==> config.mk <==
export PLATFORM = sky130hd
export DESIGN_NAME = tbcsp_top
export DESIGN_NICKNAME = d
export VERILOG_FILES = /design/src/pkg/tbcsp_pkg.sv /design/src/rtl/tbcsp_edge.sv /design/src/rtl/tbcsp_top.sv
export SDC_FILE = /design/constraint.sdc
export NUM_CORES = 1
export LEC_CHECK = 0
export BUFFER_PORTS_ARGS = -buffer_cell sky130_fd_sc_hd__buf_2
export CORE_MARGIN = 4
export CORE_UTILIZATION = 43
export CTS_CLUSTER_DIAMETER = 80
export CTS_CLUSTER_SIZE = 14
export DETAILED_ROUTE_END_ITERATION = 16
export GPL_TIMING_DRIVEN = 0
export HOLD_SLACK_MARGIN = 0.12
export PLACE_DENSITY = 0.63
export SYNTH_ARGS = -nofsm -noshare
export SYNTH_HDL_FRONTEND = slang
export SYNTH_SLANG_ARGS = --single-unit
==> constraint.sdc <==
create_clock -name aclk -period 5.9 [get_ports aclk]
set_input_delay 1.18 -clock aclk [delete_from_list [all_inputs] [get_ports aclk]]
set_output_delay 1.18 -clock aclk [all_outputs]
set_load 0.02 [all_outputs]
==> src/pkg/tbcsp_pkg.sv <==
package tbcsp_pkg;
  localparam int DATA_W = 32;
  localparam int ADDR_W = 8;
  localparam int CNT_W = 16;
  localparam logic [15:0] CNT_BOTTOM = 16'h0000;
  localparam logic [15:0] CNT_MAX = 16'hFFFF;
  localparam logic [7:0] OFS_CTRL = 8'h00;
  localparam logic [7:0] OFS_STATUS = 8'h04;
  localparam logic [7:0] OFS_FLAGS = 8'h08;
  localparam logic [7:0] OFS_COUNT = 8'h0C;
  localparam logic [7:0] OFS_CMPL = 8'h10;
  localparam logic [7:0] OFS_CMPH = 8'h14;
  localparam logic [7:0] OFS_CMPW = 8'h18;
  localparam int B_EN = 0;
  localparam int B_MODE = 1;
  localparam int B_PINEN = 4;
  localparam int B_PINIT = 5;
  localparam int B_IMM = 6;
  localparam int B_POL = 7;
  localparam int B_UPPER = 8;
  localparam int B_TSRC = 9;
  localparam int B_CAPEN = 10;
  localparam int F_MATCH = 0;
  localparam int F_WRAP = 1;
  localparam logic [1:0] RESP_OKAY = 2'b00;
  localparam logic [1:0] RESP_SLVERR = 2'b10;
  localparam int SYNC_DLY = 2;
  localparam int LOW_TICKS = 1;
  localparam int EDGE_SEP = 2;
  typedef enum logic [2:0] {
    TBCSP_M_PERIODIC, TBCSP_M_TIMEOUT, TBCSP_M_MATCH_EVENT_FLAG_EVT, TBCSP_M_FRQ,
    TBCSP_M_PW, TBCSP_M_FRQPW, TBCSP_M_SHOT, TBCSP_M_PWM
  } tbcsp_mode_t;
  typedef enum logic [1:0] {
    TBCSP_S_IDLE, TBCSP_S_HIGH, TBCSP_S_WAIT
  } tbcsp_phase_t;
endpackage

==> src/rtl/tbcsp_edge.sv <==
`timescale 1ns/100ps
`default_nettype none
module tbcsp_edge (
  input wire logic aclk,
  input wire logic aresetn,
  input wire logic level,
  output logic rise,
  output logic fall
);
  logic prev_q;
  always_ff @(posedge aclk) begin
    if (!aresetn) begin
      prev_q <= 1'b0;
    end else begin
      prev_q <= level;
    end
  end
  assign rise = level & ~prev_q;
  assign fall = ~level & prev_q;
endmodule
`default_nettype wire

==> src/rtl/tbcsp_top.sv <==
`timescale 1ns/100ps
`default_nettype none
// Behaviour
// Frequency mode: capture count, restart on edge
// Match flag clears on compare low read
// Capture modes: wrap flag, event at max
// Pulse mode: restart rising, capture falling
// Pulse mode alternates edges, two cycles apart
// Combined: start rise, capture fall, stop
// Combined: low read rearms, zero next rise
// Shot: low when stopped, trigger runs high
// Shot end: low one tick, triggers ignored
// New trigger output high two cycles later
// Polarity one: either edge; zero: rising
// Shot starts on enable or polarity change
// Immediate trigger sets output, count later
// Counting flag shows shot counter running
// PWM counts zero to period, clears duty
// PWM period plus one, high duty
// Immediate trigger lengthens high by delay cycles
// Pin drive enable gates waveform to pin
// Other modes use pin start level
// Software avoids mode change, clears flags
// Lower counter wraps, upper counts wraps
// Lower uses upper select zero, shared event
// Counter range zero to all ones
// Upper uses events as tick; concatenated
// One edge updates all same cycle
// Wrap event is one clock pulse
module tbcsp_top (
  input wire logic aclk,
  input wire logic aresetn,
  input wire logic [tbcsp_pkg::ADDR_W-1:0] s_axi_awaddr,
  input wire logic s_axi_awvalid,
  output logic s_axi_awready,
  input wire logic [tbcsp_pkg::DATA_W-1:0] s_axi_wdata,
  input wire logic [3:0] s_axi_wstrb,
  input wire logic s_axi_wvalid,
  output logic s_axi_wready,
  output logic [1:0] s_axi_bresp,
  output logic s_axi_bvalid,
  input wire logic s_axi_bready,
  input wire logic [tbcsp_pkg::ADDR_W-1:0] s_axi_araddr,
  input wire logic s_axi_arvalid,
  output logic s_axi_arready,
  output logic [tbcsp_pkg::DATA_W-1:0] s_axi_rdata,
  output logic [1:0] s_axi_rresp,
  output logic s_axi_rvalid,
  input wire logic s_axi_rready,
  input wire logic counter_tick,
  input wire logic capture_event,
  input wire logic count_event,
  output logic match_event,
  output logic wrap_event,
  output logic waveform,
  output logic pin_drive,
  output logic pin_value
);
  import tbcsp_pkg::*;

  logic [10:0] ctrl_q;
  logic [15:0] count_q, cmp_q;
  logic [1:0] flags_q;
  logic [7:0] cmp_hi_lat_q;
  logic aw_q, w_q, bvalid_q, rvalid_q;
  logic [ADDR_W-1:0] awaddr_q;
  logic [31:0] wdata_q, rdata_q;
  logic [1:0] bresp_q, rresp_q;
  logic pw_high_q, armed_q, fp_run_q, fp_done_q, out_q;
  tbcsp_phase_t phase_q;
  logic [1:0] trig_dly_q;
  logic trig_pend_q, low_seen_q, pol_q, en_q;
  logic ev_rise, ev_fall, ev_any;

  tbcsp_mode_t mode;
  logic enabled, tick, wr_fire, rd_fire, cmp_lo_rd;
  logic wr_ctrl, wr_count, wr_cmp, wr_flags;
  logic at_max, cap_mode, shot_trig, restart, capture, match_set;

  function automatic logic [31:0] merge(input logic [31:0] old,
      input logic [31:0] nw, input logic [3:0] strb);
    logic [31:0] r;
    r = old;
    for (int i = 0; i < 4; i++) begin
      if (strb[i]) begin
        r[i*8 +: 8] = nw[i*8 +: 8];
      end
    end
    return r;
  endfunction

  function automatic logic hit(input logic [ADDR_W-1:0] a,
      input logic [7:0] ofs);
    return a == ofs;
  endfunction

  tbcsp_edge u_edge (
    .aclk(aclk),
    .aresetn(aresetn),
    .level(capture_event),
    .rise(ev_rise),
    .fall(ev_fall)
  );
  assign ev_any = ev_rise | ev_fall;

  assign mode = tbcsp_mode_t'(ctrl_q[B_MODE +: 3]);
  assign enabled = ctrl_q[B_EN];
  // upper half ticks on events
  assign tick = ctrl_q[B_TSRC] ? count_event : counter_tick;
  // top of range
  assign at_max = count_q == CNT_MAX;
  assign cap_mode = mode inside {TBCSP_M_MATCH_EVENT_FLAG_EVT, TBCSP_M_FRQ, TBCSP_M_PW,
                                 TBCSP_M_FRQPW, TBCSP_M_TIMEOUT};

  // AXI4-Lite slave
  assign s_axi_awready = !aw_q && !bvalid_q;
  assign s_axi_wready = !w_q && !bvalid_q;
  assign s_axi_arready = !rvalid_q;
  assign wr_fire = aw_q && w_q && !bvalid_q;
  assign rd_fire = s_axi_arvalid && s_axi_arready;
  assign wr_ctrl = wr_fire && hit(awaddr_q, OFS_CTRL);
  assign wr_count = wr_fire && hit(awaddr_q, OFS_COUNT);
  assign wr_cmp = wr_fire && (hit(awaddr_q, OFS_CMPL) ||
                              hit(awaddr_q, OFS_CMPH) ||
                              hit(awaddr_q, OFS_CMPW));
  assign wr_flags = wr_fire && hit(awaddr_q, OFS_FLAGS);
  // low byte read side effect
  assign cmp_lo_rd = rd_fire && (hit(s_axi_araddr, OFS_CMPL) ||
                                 hit(s_axi_araddr, OFS_CMPW));

  always_ff @(posedge aclk) begin
    if (!aresetn) begin
      aw_q <= 1'b0;
      w_q <= 1'b0;
      awaddr_q <= '0;
      wdata_q <= '0;
      bvalid_q <= 1'b0;
      bresp_q <= RESP_OKAY;
    end else begin
      if (s_axi_awvalid && s_axi_awready) begin
        aw_q <= 1'b1;
        awaddr_q <= s_axi_awaddr;
      end
      if (s_axi_wvalid && s_axi_wready) begin
        w_q <= 1'b1;
        wdata_q <= merge(32'h0000_0000, s_axi_wdata, s_axi_wstrb);
      end
      if (wr_fire) begin
        aw_q <= 1'b0;
        w_q <= 1'b0;
        bvalid_q <= 1'b1;
        bresp_q <= (wr_ctrl | wr_count | wr_cmp | wr_flags) ?
                   RESP_OKAY : RESP_SLVERR;
      end else if (bvalid_q && s_axi_bready) begin
        bvalid_q <= 1'b0;
      end
    end
  end

  always_ff @(posedge aclk) begin
    if (!aresetn) begin
      rvalid_q <= 1'b0;
      rdata_q <= '0;
      rresp_q <= RESP_OKAY;
      cmp_hi_lat_q <= '0;
    end else if (rd_fire) begin
      rvalid_q <= 1'b1;
      rresp_q <= RESP_OKAY;
      rdata_q <= '0;
      unique case (s_axi_araddr)
        OFS_CTRL: rdata_q <= {21'h0, ctrl_q};
        // running indication
        OFS_STATUS: rdata_q <= {31'h0, phase_q == TBCSP_S_HIGH};
        OFS_FLAGS: rdata_q <= {30'h0, flags_q};
        OFS_COUNT: rdata_q <= {16'h0, count_q};
        OFS_CMPL: begin
          rdata_q <= {24'h0, cmp_q[7:0]};
          cmp_hi_lat_q <= cmp_q[15:8];
        end
        OFS_CMPH: rdata_q <= {24'h0, cmp_hi_lat_q};
        OFS_CMPW: rdata_q <= {16'h0, cmp_q};
        default: rresp_q <= RESP_SLVERR;
      endcase
    end else if (rvalid_q && s_axi_rready) begin
      rvalid_q <= 1'b0;
    end
  end

  assign s_axi_bvalid = bvalid_q;
  assign s_axi_bresp = bresp_q;
  assign s_axi_rvalid = rvalid_q;
  assign s_axi_rdata = rdata_q;
  assign s_axi_rresp = rresp_q;

  always_ff @(posedge aclk) begin
    if (!aresetn) begin
      ctrl_q <= '0;
    end else if (wr_ctrl) begin
      ctrl_q <= wdata_q[10:0];
    end
  end

  // Capture mode event decode
  always_comb begin
    restart = 1'b0;
    capture = 1'b0;
    match_set = 1'b0;
    if (enabled && ctrl_q[B_CAPEN]) begin
      unique case (mode)
        // either selected edge
        TBCSP_M_FRQ, TBCSP_M_MATCH_EVENT_FLAG_EVT: begin
          capture = ctrl_q[B_POL] ? ev_fall : ev_rise;
          restart = (mode == TBCSP_M_FRQ) && capture;
          match_set = capture;
        end
        // restart rising, capture falling
        TBCSP_M_PW: begin
          restart = ev_rise;
          capture = ev_fall && pw_high_q;
          match_set = capture;
        end
        // start, capture, stop sequence
        TBCSP_M_FRQPW: begin
          restart = ev_rise && armed_q && !fp_run_q;
          capture = ev_fall && fp_run_q && !fp_done_q;
          match_set = ev_rise && fp_run_q;
        end
        default: begin
          restart = 1'b0;
        end
      endcase
    end
  end

  // edge alternation tracker
  always_ff @(posedge aclk) begin
    if (!aresetn) begin
      pw_high_q <= 1'b0;
    end else if (ev_rise) begin
      pw_high_q <= 1'b1;
    end else if (ev_fall) begin
      pw_high_q <= 1'b0;
    end
  end

  // rearm on compare low read
  always_ff @(posedge aclk) begin
    if (!aresetn || !enabled || mode != TBCSP_M_FRQPW) begin
      armed_q <= 1'b1;
      fp_run_q <= 1'b0;
      fp_done_q <= 1'b0;
    end else begin
      if (restart) begin
        fp_run_q <= 1'b1;
        fp_done_q <= 1'b0;
        armed_q <= 1'b0;
      end else if (match_set) begin
        fp_run_q <= 1'b0;
      end else if (capture) begin
        fp_done_q <= 1'b1;
      end
      if (cmp_lo_rd && !restart) begin
        armed_q <= 1'b1;
      end
    end
  end

  // trigger edge selection
  assign shot_trig = enabled && mode == TBCSP_M_SHOT && ctrl_q[B_CAPEN] &&
                     (ctrl_q[B_POL] ? ev_any : ev_rise);

  // Single-shot sequencer
  always_ff @(posedge aclk) begin
    if (!aresetn) begin
      phase_q <= TBCSP_S_IDLE;
      trig_dly_q <= '0;
      trig_pend_q <= 1'b0;
      low_seen_q <= 1'b0;
      en_q <= 1'b0;
      pol_q <= 1'b0;
    end else begin
      en_q <= enabled;
      pol_q <= ctrl_q[B_POL];
      if (!enabled || mode != TBCSP_M_SHOT) begin
        phase_q <= TBCSP_S_IDLE;
        trig_pend_q <= 1'b0;
      end else begin
        unique case (phase_q)
          TBCSP_S_IDLE: begin
            // spurious start on enable
            if ((!en_q || pol_q != ctrl_q[B_POL]) && !at_max) begin
              phase_q <= TBCSP_S_HIGH;
            end else if (shot_trig) begin
              // two cycle start delay
              trig_pend_q <= 1'b1;
              trig_dly_q <= 2'(SYNC_DLY - 1);
            end else if (trig_pend_q) begin
              if (trig_dly_q == '0) begin
                trig_pend_q <= 1'b0;
                phase_q <= TBCSP_S_HIGH;
              end else begin
                trig_dly_q <= trig_dly_q - 2'd1;
              end
            end
          end
          TBCSP_S_HIGH: begin
            // stop at compare
            if (tick && count_q == cmp_q) begin
              phase_q <= TBCSP_S_WAIT;
              low_seen_q <= 1'b0;
            end
          end
          TBCSP_S_WAIT: begin
            // triggers ignored for a tick
            if (tick) begin
              phase_q <= TBCSP_S_IDLE;
            end
          end
          default: phase_q <= TBCSP_S_IDLE;
        endcase
      end
    end
  end

  // Counter
  always_ff @(posedge aclk) begin
    if (!aresetn) begin
      count_q <= CNT_BOTTOM;
    end else if (wr_count) begin
      count_q <= wdata_q[15:0];
    // restart in capture cycle
    end else if (restart) begin
      count_q <= CNT_BOTTOM;
    end else if (enabled) begin
      unique case (mode)
        // counter reset on trigger
        TBCSP_M_SHOT: begin
          if (phase_q == TBCSP_S_IDLE && trig_pend_q && trig_dly_q == '0) begin
            count_q <= CNT_BOTTOM;
          end else if (phase_q == TBCSP_S_HIGH && tick &&
                       count_q != cmp_q) begin
            count_q <= count_q + 16'd1;
          end
        end
        // wrap at period byte
        TBCSP_M_PWM: begin
          if (tick) begin
            count_q <= (count_q[7:0] >= cmp_q[7:0]) ? CNT_BOTTOM :
                       count_q + 16'd1;
          end
        end
        TBCSP_M_FRQPW: begin
          if (tick && fp_run_q) begin
            count_q <= count_q + 16'd1;
          end
        end
        // lower wraps at max
        default: begin
          if (tick) begin
            count_q <= at_max ? CNT_BOTTOM : count_q + 16'd1;
          end
        end
      endcase
    end
  end

  always_ff @(posedge aclk) begin
    if (!aresetn) begin
      cmp_q <= '0;
    end else if (capture) begin
      cmp_q <= count_q;
    end else if (wr_cmp) begin
      if (hit(awaddr_q, OFS_CMPH)) begin
        cmp_q[15:8] <= wdata_q[7:0];
      end else if (hit(awaddr_q, OFS_CMPL)) begin
        cmp_q[7:0] <= wdata_q[7:0];
      end else begin
        cmp_q <= wdata_q[15:0];
      end
    end
  end

  // wrap event in capture modes
  // single cycle wrap pulse
  assign wrap_event = enabled && cap_mode && tick && at_max;
  assign match_event = match_set;

  always_ff @(posedge aclk) begin
    if (!aresetn) begin
      flags_q <= '0;
    end else begin
      if (wr_flags) begin
        flags_q <= flags_q & ~wdata_q[1:0];
      end
      // read clears unless event now
      if (cmp_lo_rd && cap_mode) begin
        flags_q[F_MATCH] <= 1'b0;
      end
      if (match_set) begin
        flags_q[F_MATCH] <= 1'b1;
      end
      if (wrap_event) begin
        flags_q[F_WRAP] <= 1'b1;
      end
    end
  end

  // Waveform generator
  always_ff @(posedge aclk) begin
    if (!aresetn) begin
      out_q <= 1'b0;
    end else begin
      unique case (mode)
        TBCSP_M_SHOT: begin
          if (!enabled || phase_q == TBCSP_S_WAIT) begin
            out_q <= 1'b0;
          end else if (phase_q == TBCSP_S_HIGH) begin
            out_q <= !(tick && count_q == cmp_q);
          end else if (trig_pend_q && trig_dly_q == '0) begin
            out_q <= 1'b1;
          end
        end
        // high duty ticks of period plus one
        TBCSP_M_PWM: begin
          if (enabled && tick) begin
            if (count_q[7:0] >= cmp_q[7:0]) begin
              out_q <= cmp_q[15:8] != 8'h00;
            end else if (count_q[7:0] + 8'd1 >= cmp_q[15:8]) begin
              out_q <= 1'b0;
            end
          end
        end
        // start level
        default: out_q <= ctrl_q[B_PINIT];
      endcase
    end
  end

  // immediate set on trigger edge
  // high extended by sync delay
  assign waveform = out_q | (mode == TBCSP_M_SHOT && ctrl_q[B_IMM] &&
                    phase_q == TBCSP_S_IDLE && (shot_trig || trig_pend_q));
  // pin override
  assign pin_drive = ctrl_q[B_PINEN];
  assign pin_value = ctrl_q[B_PINEN] & waveform;
endmodule
`default_nettype wire

# [After elaboration in Yosys (flattened, before gate mapping)]
# Cells that the tools add are included.
[word_totals] ff_bits=130 in_bits=62 out_inout_bits=46 word_cells=244
[op_classes] add_sub_neg=3 n_lt_le_gt_ge=2 eq_ne=40 n_mux=62 bitwise=16 n_reduce_logical=94
[op_table] op="2-to-1 mux 16 bit" count=12
[op_table] op="one-hot mux 16 bit (7 select lines)" count=1
[op_table] op="== test 8 x 5 -> 1 bit, second input constant" count=6
[op_table] op="one-hot mux 16 bit (3 select lines)" count=1
[op_table] op="logical AND 1 bit" count=42
[op_table] op="2-to-1 mux 8 bit" count=5
[op_table] op="== test 8 x 4 -> 1 bit, second input constant" count=4
[op_table] op="2-to-1 mux 1 bit" count=26
[op_table] op="2-to-1 mux 2 bit" count=12
[op_table] op="inequality test 3 bit, second input constant" count=7
[op_table] op="adder 16 x 1 -> 16 bit, second input constant" count=1
[op_table] op="== test 16 bit" count=1
[op_table] op="== test 16 bit, second input constant" count=1
[op_table] op=">= comparator 8 bit" count=2
[op_table] op="zero test 8 bit" count=2
[op_table] op="inequality test 16 bit" count=1
[op_table] op="AND reduction 5 bit" count=3
[op_table] op="nonzero test 2 bit" count=7
[op_table] op="== test 3 bit, second input constant" count=4
[op_table] op="zero test 1 bit" count=12
[op_table] op="inequality test 2 bit, second input constant" count=5
[op_table] op="AND reduction 2 bit" count=5
[op_table] op="nonzero test 5 bit" count=2
[op_table] op="OR reduction 2 bit" count=5
[op_table] op="other kinds (26)" count=50

# [Depth between registers and ports, before layout]
# Gate-level depths: netlist of the first run.
[depth] depth_word=9 depth_mapped=10 depth_no_buf=10

# [Hierarchy]
# A second synthesis of the first run with hierarchy kept.
[hier_totals] cells_unflattened=799 area_unflattened_um2=6321.1
[by_module_without_submodules] mod="tbcsp_top" instances=1 cells_each=795 area_per_inst_um2=6282.3 seq_area_each_um2=2222.1
[by_module_without_submodules] mod="tbcsp_edge" instances=1 cells_each=4 area_per_inst_um2=38.8 seq_area_each_um2=20.0

# [Least setup slack after synthesis of the first run]
# Ideal clock, no wire load.
[synth_path] kind="in2out" startpoint="input port capture_event" endpoint="output port pin_value" t_arrival_ns=2.519 required_time_ns=4.720 path_slack_ns=2.201 stages=8 n_path_buf=0 path_cell_list="inv_1 ha_1 nand2_1 o211a_1 nand3_1 nand2b_1 a41o_1 and2_1"
[synth_via] elab_chain_len=9 elab_cells_between_ends=10 cone_classes="1 x mux; 6 x bitwise; 3 x reduce/logical"
[synth_lines] element="start: declaration" line_no="tbcsp_top.sv:51" text="input wire logic capture_event,"
[synth_lines] element="NOT 1 bit" line_no="tbcsp_edge.sv:19" text="assign fall = ~level & prev_q;"
[synth_lines] element="bitwise AND 1 bit" line_no="tbcsp_edge.sv:19"
[synth_lines] element="OR 1 bit" line_no="tbcsp_top.sv:104" text="assign ev_any = ev_rise | ev_fall;"
[synth_lines] element="2-to-1 mux 1 bit *" line_no="tbcsp_top.sv:270" text="(ctrl_q[B_POL] ? ev_any : ev_rise);"
[synth_lines] element="logical AND 1 bit *" line_no="tbcsp_top.sv:269" text="assign shot_trig = enabled && mode == TBCSP_M_SHOT && ctrl_q[B_CAPEN] &&"
[synth_lines] element="logical OR 1 bit *" line_no="tbcsp_top.sv:442" text="phase_q == TBCSP_S_IDLE && (shot_trig || trig_pend_q));"
[synth_lines] element="logical AND 1 bit *" line_no="tbcsp_top.sv:442"
[synth_lines] element="OR 1 bit *" line_no="tbcsp_top.sv:441" text="assign waveform = out_q | (mode == TBCSP_M_SHOT && ctrl_q[B_IMM] &&"
[synth_lines] element="net waveform" line_no="tbcsp_top.sv:55" text="output logic waveform,"
[synth_lines] element="bitwise AND 1 bit *" line_no="tbcsp_top.sv:445" text="assign pin_value = ctrl_q[B_PINEN] & waveform;"
[synth_lines] element="end: declaration" line_no="tbcsp_top.sv:57" text="output logic pin_value"
# Mark *: on every way through the listed nets, which the timed path passes. The rest lies on a longest branch.

# [Worst setup path after layout of the first run]
[layout_path] startpoint="register count_q[0]" endpoint="output port wrap_event"
[layout_via] elab_chain_len=2
[layout_lines] element="start: declaration" line_no="tbcsp_top.sv:62" text="logic [15:0] count_q, cmp_q;"
[layout_lines] element="start signal: assignment" line_no="tbcsp_top.sv:330" text="count_q <= wdata_q[15:0];"
[layout_lines] element="start signal: assignment" line_no="tbcsp_top.sv:342" text="count_q <= count_q + 16'd1;"
[layout_lines] element="start signal: assignment" line_no="tbcsp_top.sv:348" text="count_q <= (count_q[7:0] >= cmp_q[7:0]) ? CNT_BOTTOM :"
[layout_lines] element="== test 16 bit" line_no="tbcsp_top.sv:111" text="assign at_max = count_q == CNT_MAX;"
[layout_lines] element="logical AND 1 bit" line_no="tbcsp_top.sv:385" text="assign wrap_event = enabled && cap_mode && tick && at_max;"
[layout_lines] element="end: declaration" line_no="tbcsp_top.sv:54" text="output logic wrap_event,"
# Every way passes these cells.

==> reports/qor.yml, run 1 <==
synth:
  synth_area_leaders: "dfxtp_1, nand2_1, a21oi_1"
  synth.top_cells.by_count: "nand2_1, dfxtp_1, nor2_1, a21oi_1, clkbuf_1"
  synth_xor_area_share_pct: 2.43
  synth_area_mm2: 0.00650
  synth_edf_count: 0
  synth_ff_type: "dfxtp_1"
  synth-adder-area-share_pct: 3.85
  ys_seq_area_share_pct: 34.5
  ys_types: 81
  yosys_warnings: 0
  synth_top_cell_area_share_pct: 34.5
  synth-async-reset-ratio_pct: 0
  synth_mux_area_share_pct: 3.91
  synth_area_leader_cell: "dfxtp_1"
  synthSimpleGateAreaFrac_pct: 24.5
  syn_inst: 818
  ys_ff_latch: 112
  yosys.cell_count.top_type: "nand2_1"
  synth_top_family_by_area: "simple AND/OR/NAND/NOR gates"
  syn_avg_cell_area_um2: 7.95
  synth_compound_area_share_pct: 22.8
global_routing:
  grtUsageTotal_pct: 25.0
  overflow: 0
  grt_pass1_vias: 5790
  antenna_found_initial: 0
  grt_max_degree: 19
  grt_first_pass_wirelength_um: 32700
setup_path:
  crit_fanout: 8
  max_stage_delay_ps: 760
  worst-path-buf-inv: 1
  critPathKind: "reg2out"
  critical-path-top-delay-family: "simple AND/OR/NAND/NOR gates"
  arrival_ps: 3120
  required_ps: 4720
  crit_top_cell: "nand3_1"
  worstSetupStartpointType: "flip-flop"
  worstSetupEndpointType: "output port"
  critical_path.cell_chain: "ha_1 > nand3_1 > nor4_2 > nand3_1 > nor4_1 > buf_2"
  cpMaxStageDelayCell: "nor4_2"
placed_design:
  dp_hpwl_um: 15800
  dpl_cell_area_mm2: 0.00713
  pre_cts_slack_ps: 2020
  port_buffers: 68
  gp_congestion: 0.989
sta:
  slew_headroom_pct: 32.9
  skew_ps: 5.27
  setup_tns_ps: 0
  clock.fmax_mhz: 233
  finalCritPeriodShare_pct: 72.9
  finalCriticalPeriod_ps: 4300
  fin_ws_ps: 1600
  final-hold-violation-count: 0
  finalHoldWorstSlack_ps: 454
  tightest_slew_ps: 997
  setup-violations-final: 0
  rsz0062_at_grt: "false"
  slew_viol_final: 0
clock_tree:
  clock_path_buffers: 2
  path_clk_slew_ps: 70
  hold_buffers: 0
  cts_buffers: 9
  htree_levels: 3
  insertion_delay_ps: 370
  cts_resized: 0
  cts_root_buffer: "clkbuf_16"
  post_cts.repair.setup_buffers: 0
  cts_tree: "built"
  numClockSinks: 112
floorplanning:
  die_area_mm2: 0.0171
  rows: 44
  core_mm2: 0.0146
  die_w_um: 131
  io_pins: 108
  fp.dieH_um: 131
  start_util_pct: 44.4
detailed_routing:
  avgViaCountPerCell: 5.90
  first_pass_iters: 5
  wl_per_cell_um: 19.4
  antenna_left: 0
  drcViolationCount: 0
  num_vias: 6512
  wl_um: 21400
  dr.first_iter.drc_count: 697
layout:
  final_cell_area_mm2: 0.00749
  drive_gt1_share_pct: 14.4
  fin_nets: 996
  syn_to_final_growth_pct: 15.2
  fillers: 1470
  antennaDiodeCount: 0
power:
  fin_total_pwr_w: 0.00166
  ir_drop_uv: 154
  power_density_mw_per_mm2: 221
  power.leakage_nw: 2.80
worst_hold_path:
  min_path_type: "reg2reg"
outcome:
  status: "completed"
flow_run:
  cap_violations: 0
-- metal layers --
metal	routed length [um]	part of all wire, %	GRT usage (%)	vias to the layer above
met1	9350	44	35.6	3043
li1	-	-	-	3110
met5	0	0	0	-
met4	533	2.5	8.41	0
met3	2030	9.5	4.88	46
met2	9530	44	37.8	313
-- sequential cells by signal (all words and copies together) (netlist names), 2 cells and up --
signal        flops
cmp_q            16
count_q          16
s_axi_rdata      16
wdata_q          16
ctrl_q           11
awaddr_q          8
cmp_hi_lat_q      8
flags_q           2
phase_q           2
trig_dly_q        2
-- cell type report --
type	instances	area (um2)	area share [%]
Multi-Input combinational cell	615	3800	50.8
Sequential cell	112	2240	29.9
Buffer	79	408	5.45
Timing Repair Buffer	68	340	4.54
Clock buffer	10	239	3.19
Tap cell	184	230	3.07
Clock inverter	6	115	1.54
Inverter	29	109	1.45
-- kinds of logic (layout without fill, tap and decap cells) --
group / count (synthesis) / after routing
other: 1 / 18
AO/OA/AOI/OAI: 208 / 208
flip-flops: 112 / 112
multiplexers: 25 / 25
XOR/XNOR: 18 / 18
adder cells (fa/ha/maj): 20 / 20
AND/OR/NAND/NOR: 326 / 326
buffers and inverters: 108 / 192
-- final timing paths --
kind                                  from                       end  slack [ps]  cells after the start
setup / recovery   count_q[0]$_SDFFE_PN0P_                wrap_event        1600                      6
hold / removal    awaddr_q[0]$_SDFFE_PN0P_  awaddr_q[0]$_SDFFE_PN0P_         450                      2
setup reg to reg   count_q[0]$_SDFFE_PN0P_        out_q$_SDFFE_PN0P_        2480                     10
hold reg to reg   awaddr_q[0]$_SDFFE_PN0P_  awaddr_q[0]$_SDFFE_PN0P_         450                      2
-- cells in the final DEF (no fill, tap or decap), types with 6 or more instances in the layout --
master	count
clkbuf_16	9
a32o_1	7
ha_1	20
xnor2_1	14
o211ai_1	7
conb_1	18
dfxtp_1	112
nand3_1	34
a222oi_1	9
buf_2	74
a22oi_1	7
buf_4	18
clkbuf_1	49
and3_1	6
a31oi_1	13
mux2i_1	22
nand4_1	13
and2_1	7
inv_1	29
nand2_1	124
o21ai_0	24
nand2b_1	11
a311oi_1	8
a211o_1	10
nor2_1	76
nor3_1	9
a21oi_1	58
a2bb2oi_1	18
-- through the flow --
step | std cells | util [%]
global placement | 1087 | 48.7
detailed placement | 1087 | 48.7
global route | 1103 | 51.1
CTS | 1103 | 51.1
finish | 1103 | 51.1
floorplan | 835 | -
-- worst min-delay path, stage by stage, from the launching register on --
cell and delay (ps):
dfxtp_1 310, nand2_1 50, a21oi_1 50
-- report_power, final --
group	internal, W	leakage, nW	switching, W
sequential	0.000769	0.906	0.0000180
combinational	0.0000478	1.72	0.0000883
clock	0.000430	0.175	0.000305
(Power assumes the default switching activity.)
==> inputs of run 2 (changes only) <==
ABC_AREA = 1   (was unset)
PLACE_DENSITY = 0.62   (was 0.63)
clock period = 4.4 ns   (was 5.9 ns; I/O delays follow)
==> run 2 against run 1 <==
Sequential power up 36%. Highest routed layer unchanged. Synthesized area up 4.3%. Via count up 4.0%. Hold slack better by 10 ps. Combinational power up 88%.
==> reports/qor.yml, run 2 <==
sta:
  tightest_slew_ps: 768  # was 997 ps
  clock.fmax_mhz: 305
  rsz0062_at_grt: "false"  # unchanged
  slew_viol_final: 0  # unchanged
  skew_ps: 11.3  # was 5.27 ps
  finalCriticalPeriod_ps: 3280
  slew_headroom_pct: 48.8  # was 32.9%
  final-hold-violation-count: 0  # unchanged
  finalCritPeriodShare_pct: 74.4
  setup-violations-final: 0  # unchanged
  setup_tns_ps: 0  # unchanged
detailed_routing:
  wl_um: 21300  # was 21400 um
  wl_per_cell_um: 16.3  # was 19.4 um
  dr.first_iter.drc_count: 536  # was 697
  num_vias: 6771  # was 6512
  avgViaCountPerCell: 5.18  # was 5.90
  drcViolationCount: 0  # unchanged
  antenna_left: 0  # unchanged
  first_pass_iters: 5  # unchanged
setup_path:
  cpMaxStageDelayCell: "ha_1"  # was nor4_2
  regToRegSetupSlack_ps: 1730  # was 2480 ps
  crit_top_cell: "buf_2"  # was nand3_1
  reg2reg_from: "count_q[0]$_SDFFE_PN0P_"  # unchanged
  max_stage_delay_ps: 310  # was 760 ps
  worstSetupStartpointType: "primary input"  # was flip-flop
  required_ps: 3520  # was 4720 ps
  reg2reg_to: "out_q$_SDFFE_PN0P_"  # unchanged
  worstSetupEndpointType: "output port"  # unchanged
  crit_fanout: 5  # was 8
  critical_path.cell_chain: "buf_2 > inv_1 > ha_1 > nand2_1 > nand3_1 > o21ai_0 > nand4_1 > a21boi_0 > buf_2"  # was ha_1 > nand3_1 > nor4_2 > nand3_1 > nor4_1 > buf_2
  critPathKind: "in2out"  # was reg2out
  reg2regPathDepth: 16  # was 10
  arrival_ps: 2400  # was 3120 ps
floorplanning:
  core_mm2: 0.0153  # was 0.0146 mm2
  rows: 45  # was 44
  io_pins: 108  # unchanged
  die_w_um: 134  # was 131 um
  fp.dieH_um: 134  # was 131 um
  die_area_mm2: 0.0178  # was 0.0171 mm2
  start_util_pct: 44.3  # was 44.4%
synth:
  ys_seq_area_share_pct: 33.1  # was 34.5%
  yosys.cell_count.top_type: "nand2_1"  # unchanged
  synth_area_mm2: 0.00678  # was 0.00650 mm2
  ys_ff_latch: 112  # unchanged
  synth_top_cell_area_share_pct: 33.1  # was 34.5%
  yosys_warnings: 0  # unchanged
  synth.top_cells.by_count: "nand2_1, dfxtp_1, nor2_1, inv_1, a21oi_1"  # was nand2_1, dfxtp_1, nor2_1, a21oi_1, clkbuf_1
  syn_inst: 995  # was 818
  synth_edf_count: 0  # unchanged
  synth_ff_type: "dfxtp_1"  # unchanged
  synth_area_leader_cell: "dfxtp_1"  # unchanged
  syn_avg_cell_area_um2: 6.82  # was 7.95 um2
  synth-async-reset-ratio_pct: 0  # unchanged
  synth_area_leaders: "dfxtp_1, nand2_1, nor2_1"  # was dfxtp_1, nand2_1, a21oi_1
  ys_types: 51  # was 81
clock_tree:
  cts_tree: "built"  # unchanged
  path_clk_slew_ps: 70  # about the same
  cts_root_buffer: "clkbuf_16"  # unchanged
  cts_resized: 0  # unchanged
  htree_levels: 3  # unchanged
  numClockSinks: 112  # unchanged
  cts_buffers: 9  # unchanged
  insertion_delay_ps: 370  # about the same
  clock_path_buffers: 2  # unchanged
  post_cts.repair.setup_buffers: 0  # unchanged
  hold_buffers: 0  # unchanged
layout:
  final_cell_area_mm2: 0.00777  # was 0.00749 mm2
  regArea_mm2: 0.00224  # unchanged
  multi_input_area_mm2: 0.00384  # was 0.00380 mm2
  syn_to_final_growth_pct: 14.6  # was 15.2%
  mostFrequentLayoutCells: "nand2_1, dfxtp_1, nor2_1, inv_1, buf_2"  # was nand2_1, dfxtp_1, nor2_1, buf_2, a21oi_1
  fin_nets: 1174  # was 996
  final_common_cell: "nand2_1"  # unchanged
  postLayoutCoreUtil_pct: 50.7  # was 51.1%
  instances_no_fill: 1308  # was 1103
  fillers: 1613  # was 1470
  antennaDiodeCount: 0  # unchanged
  drive_gt1_share_pct: 18.5  # was 14.4%
global_routing:
  top_usage_layer: "met2"  # unchanged
  overflow: 0  # unchanged
  grt_max_degree: 21  # was 19
  use_met3_pct: 4.57  # was 4.88%
  grt_pass1_vias: 6238  # was 5790
  gr-usage-met2_pct: 38.7  # was 37.8%
  grtUsageTotal_pct: 23.8  # was 25.0%
  antenna_found_initial: 0  # unchanged
  gr-usage-met1_pct: 32.5  # was 35.6%
  grt_first_pass_wirelength_um: 33500  # was 32700 um
power:
  ir_drop_uv: 261  # was 154 uV
  power.leakage_nw: 3.45  # was 2.80 nW
  power_density_mw_per_mm2: 285  # was 221 mW/mm2
worst_hold_path:
  min_path_type: "reg2reg"  # unchanged
  holdPathEnd: "s_axi_rdata[0]$_SDFFE_PN0P_"  # was awaddr_q[0]$_SDFFE_PN0P_
  min_path_cells: 2  # unchanged
  min_from: "s_axi_rdata[0]$_SDFFE_PN0P_"  # was awaddr_q[0]$_SDFFE_PN0P_
placed_design:
  dpl_cell_area_mm2: 0.00745  # was 0.00713 mm2
  port_buffers: 69  # was 68
  gp_congestion: 0.948  # was 0.989
  dp_hpwl_um: 16700  # was 15800 um
  placedCellCount: 1292  # was 1087
flow_run:
  cap_violations: 0  # unchanged
outcome:
  status: "completed"  # unchanged
==> run 2: cell count changes in the layout (fill, tap and decap cells not counted), moves of 15 or more <==
cell and delta:
inv_1 +69, mux2i_1 -22, a2bb2oi_1 -18, inv_2 +17, nor2_1 +32, nand3_1 +18
o21ai_1 +15, o21ai_0 +23, clkbuf_1 -31, a211oi_1 +18, nand2_1 +117, nand2_2 +18
==> run 2: layer usage <==
metal	vias up	share of wire, %
li1	3408	-
met1	3076	45
met2	258	45
met3	29	7.5
met4	0	2.0
met5	-	0
==> run 2: area by class of cell <==
type	instances	share of cell area [%]
clock inverters	6	1.11
multi-input cells	732	49.4
well taps	211	3.40
repair buffers	69	4.44
flip-flops and latches	112	28.9
inverters	116	5.60
clock buffers	10	2.95
plain buffers	52	4.22
==> run 2: how the worst max path moves through the flow <==
stage / from / to / cells after the start
6_report: capture_event / pin_value / 9
5_1_grt: capture_event / pin_value / 9
4_1_cts: capture_event / pin_value / 9
3_5_place_dp: capture_event / pin_value / 9
3_3_place_gp: capture_event / pin_value / 9
2_1_floorplan: capture_event / pin_value / 7
==> run 2: metrics by stage <==
step	total power, W	worst slack [ps]	hold WS, ps
3_3_place_gp	0.00135	1140	452
2_1_floorplan	0.00126	1350	433
4_1_cts	0.00222	1150	464
5_1_grt	0.00229	954	478
3_5_place_dp	0.00135	1160	452
6_report	0.00222	1120	464
==> run 2: cells by family after synthesis <==
kind of cell / after synthesis / synth area share [%]
AND/OR/NAND/NOR: 490 / 33.6
AO/OA/AOI/OAI: 193 / 16.9
buffers and inverters: 168 / 11.3
flip-flops: 112 / 33.1
adder cells (fa/ha/maj): 20 / 3.69
XOR/XNOR: 11 / 1.42
other: 1 / 0.0553
==> run 2: worst max-delay path: cells and delay by family <==
family	cells	cell delay, ps
adders and majority gates	1	310
AOI/OAI and AO/OA	2	420
and+or+nand+nor	3	460
buffers and inverters	3	320
==> run 2: power by group <==
| group | internal (W) | leakage, nW | switching [W] |
|---|---|---|---|
| registers | 0.00104 | 0.908 | 0.0000303 |
| logic | 0.0000849 | 2.39 | 0.000170 |
| clock network | 0.000458 | 0.153 | 0.000429 |
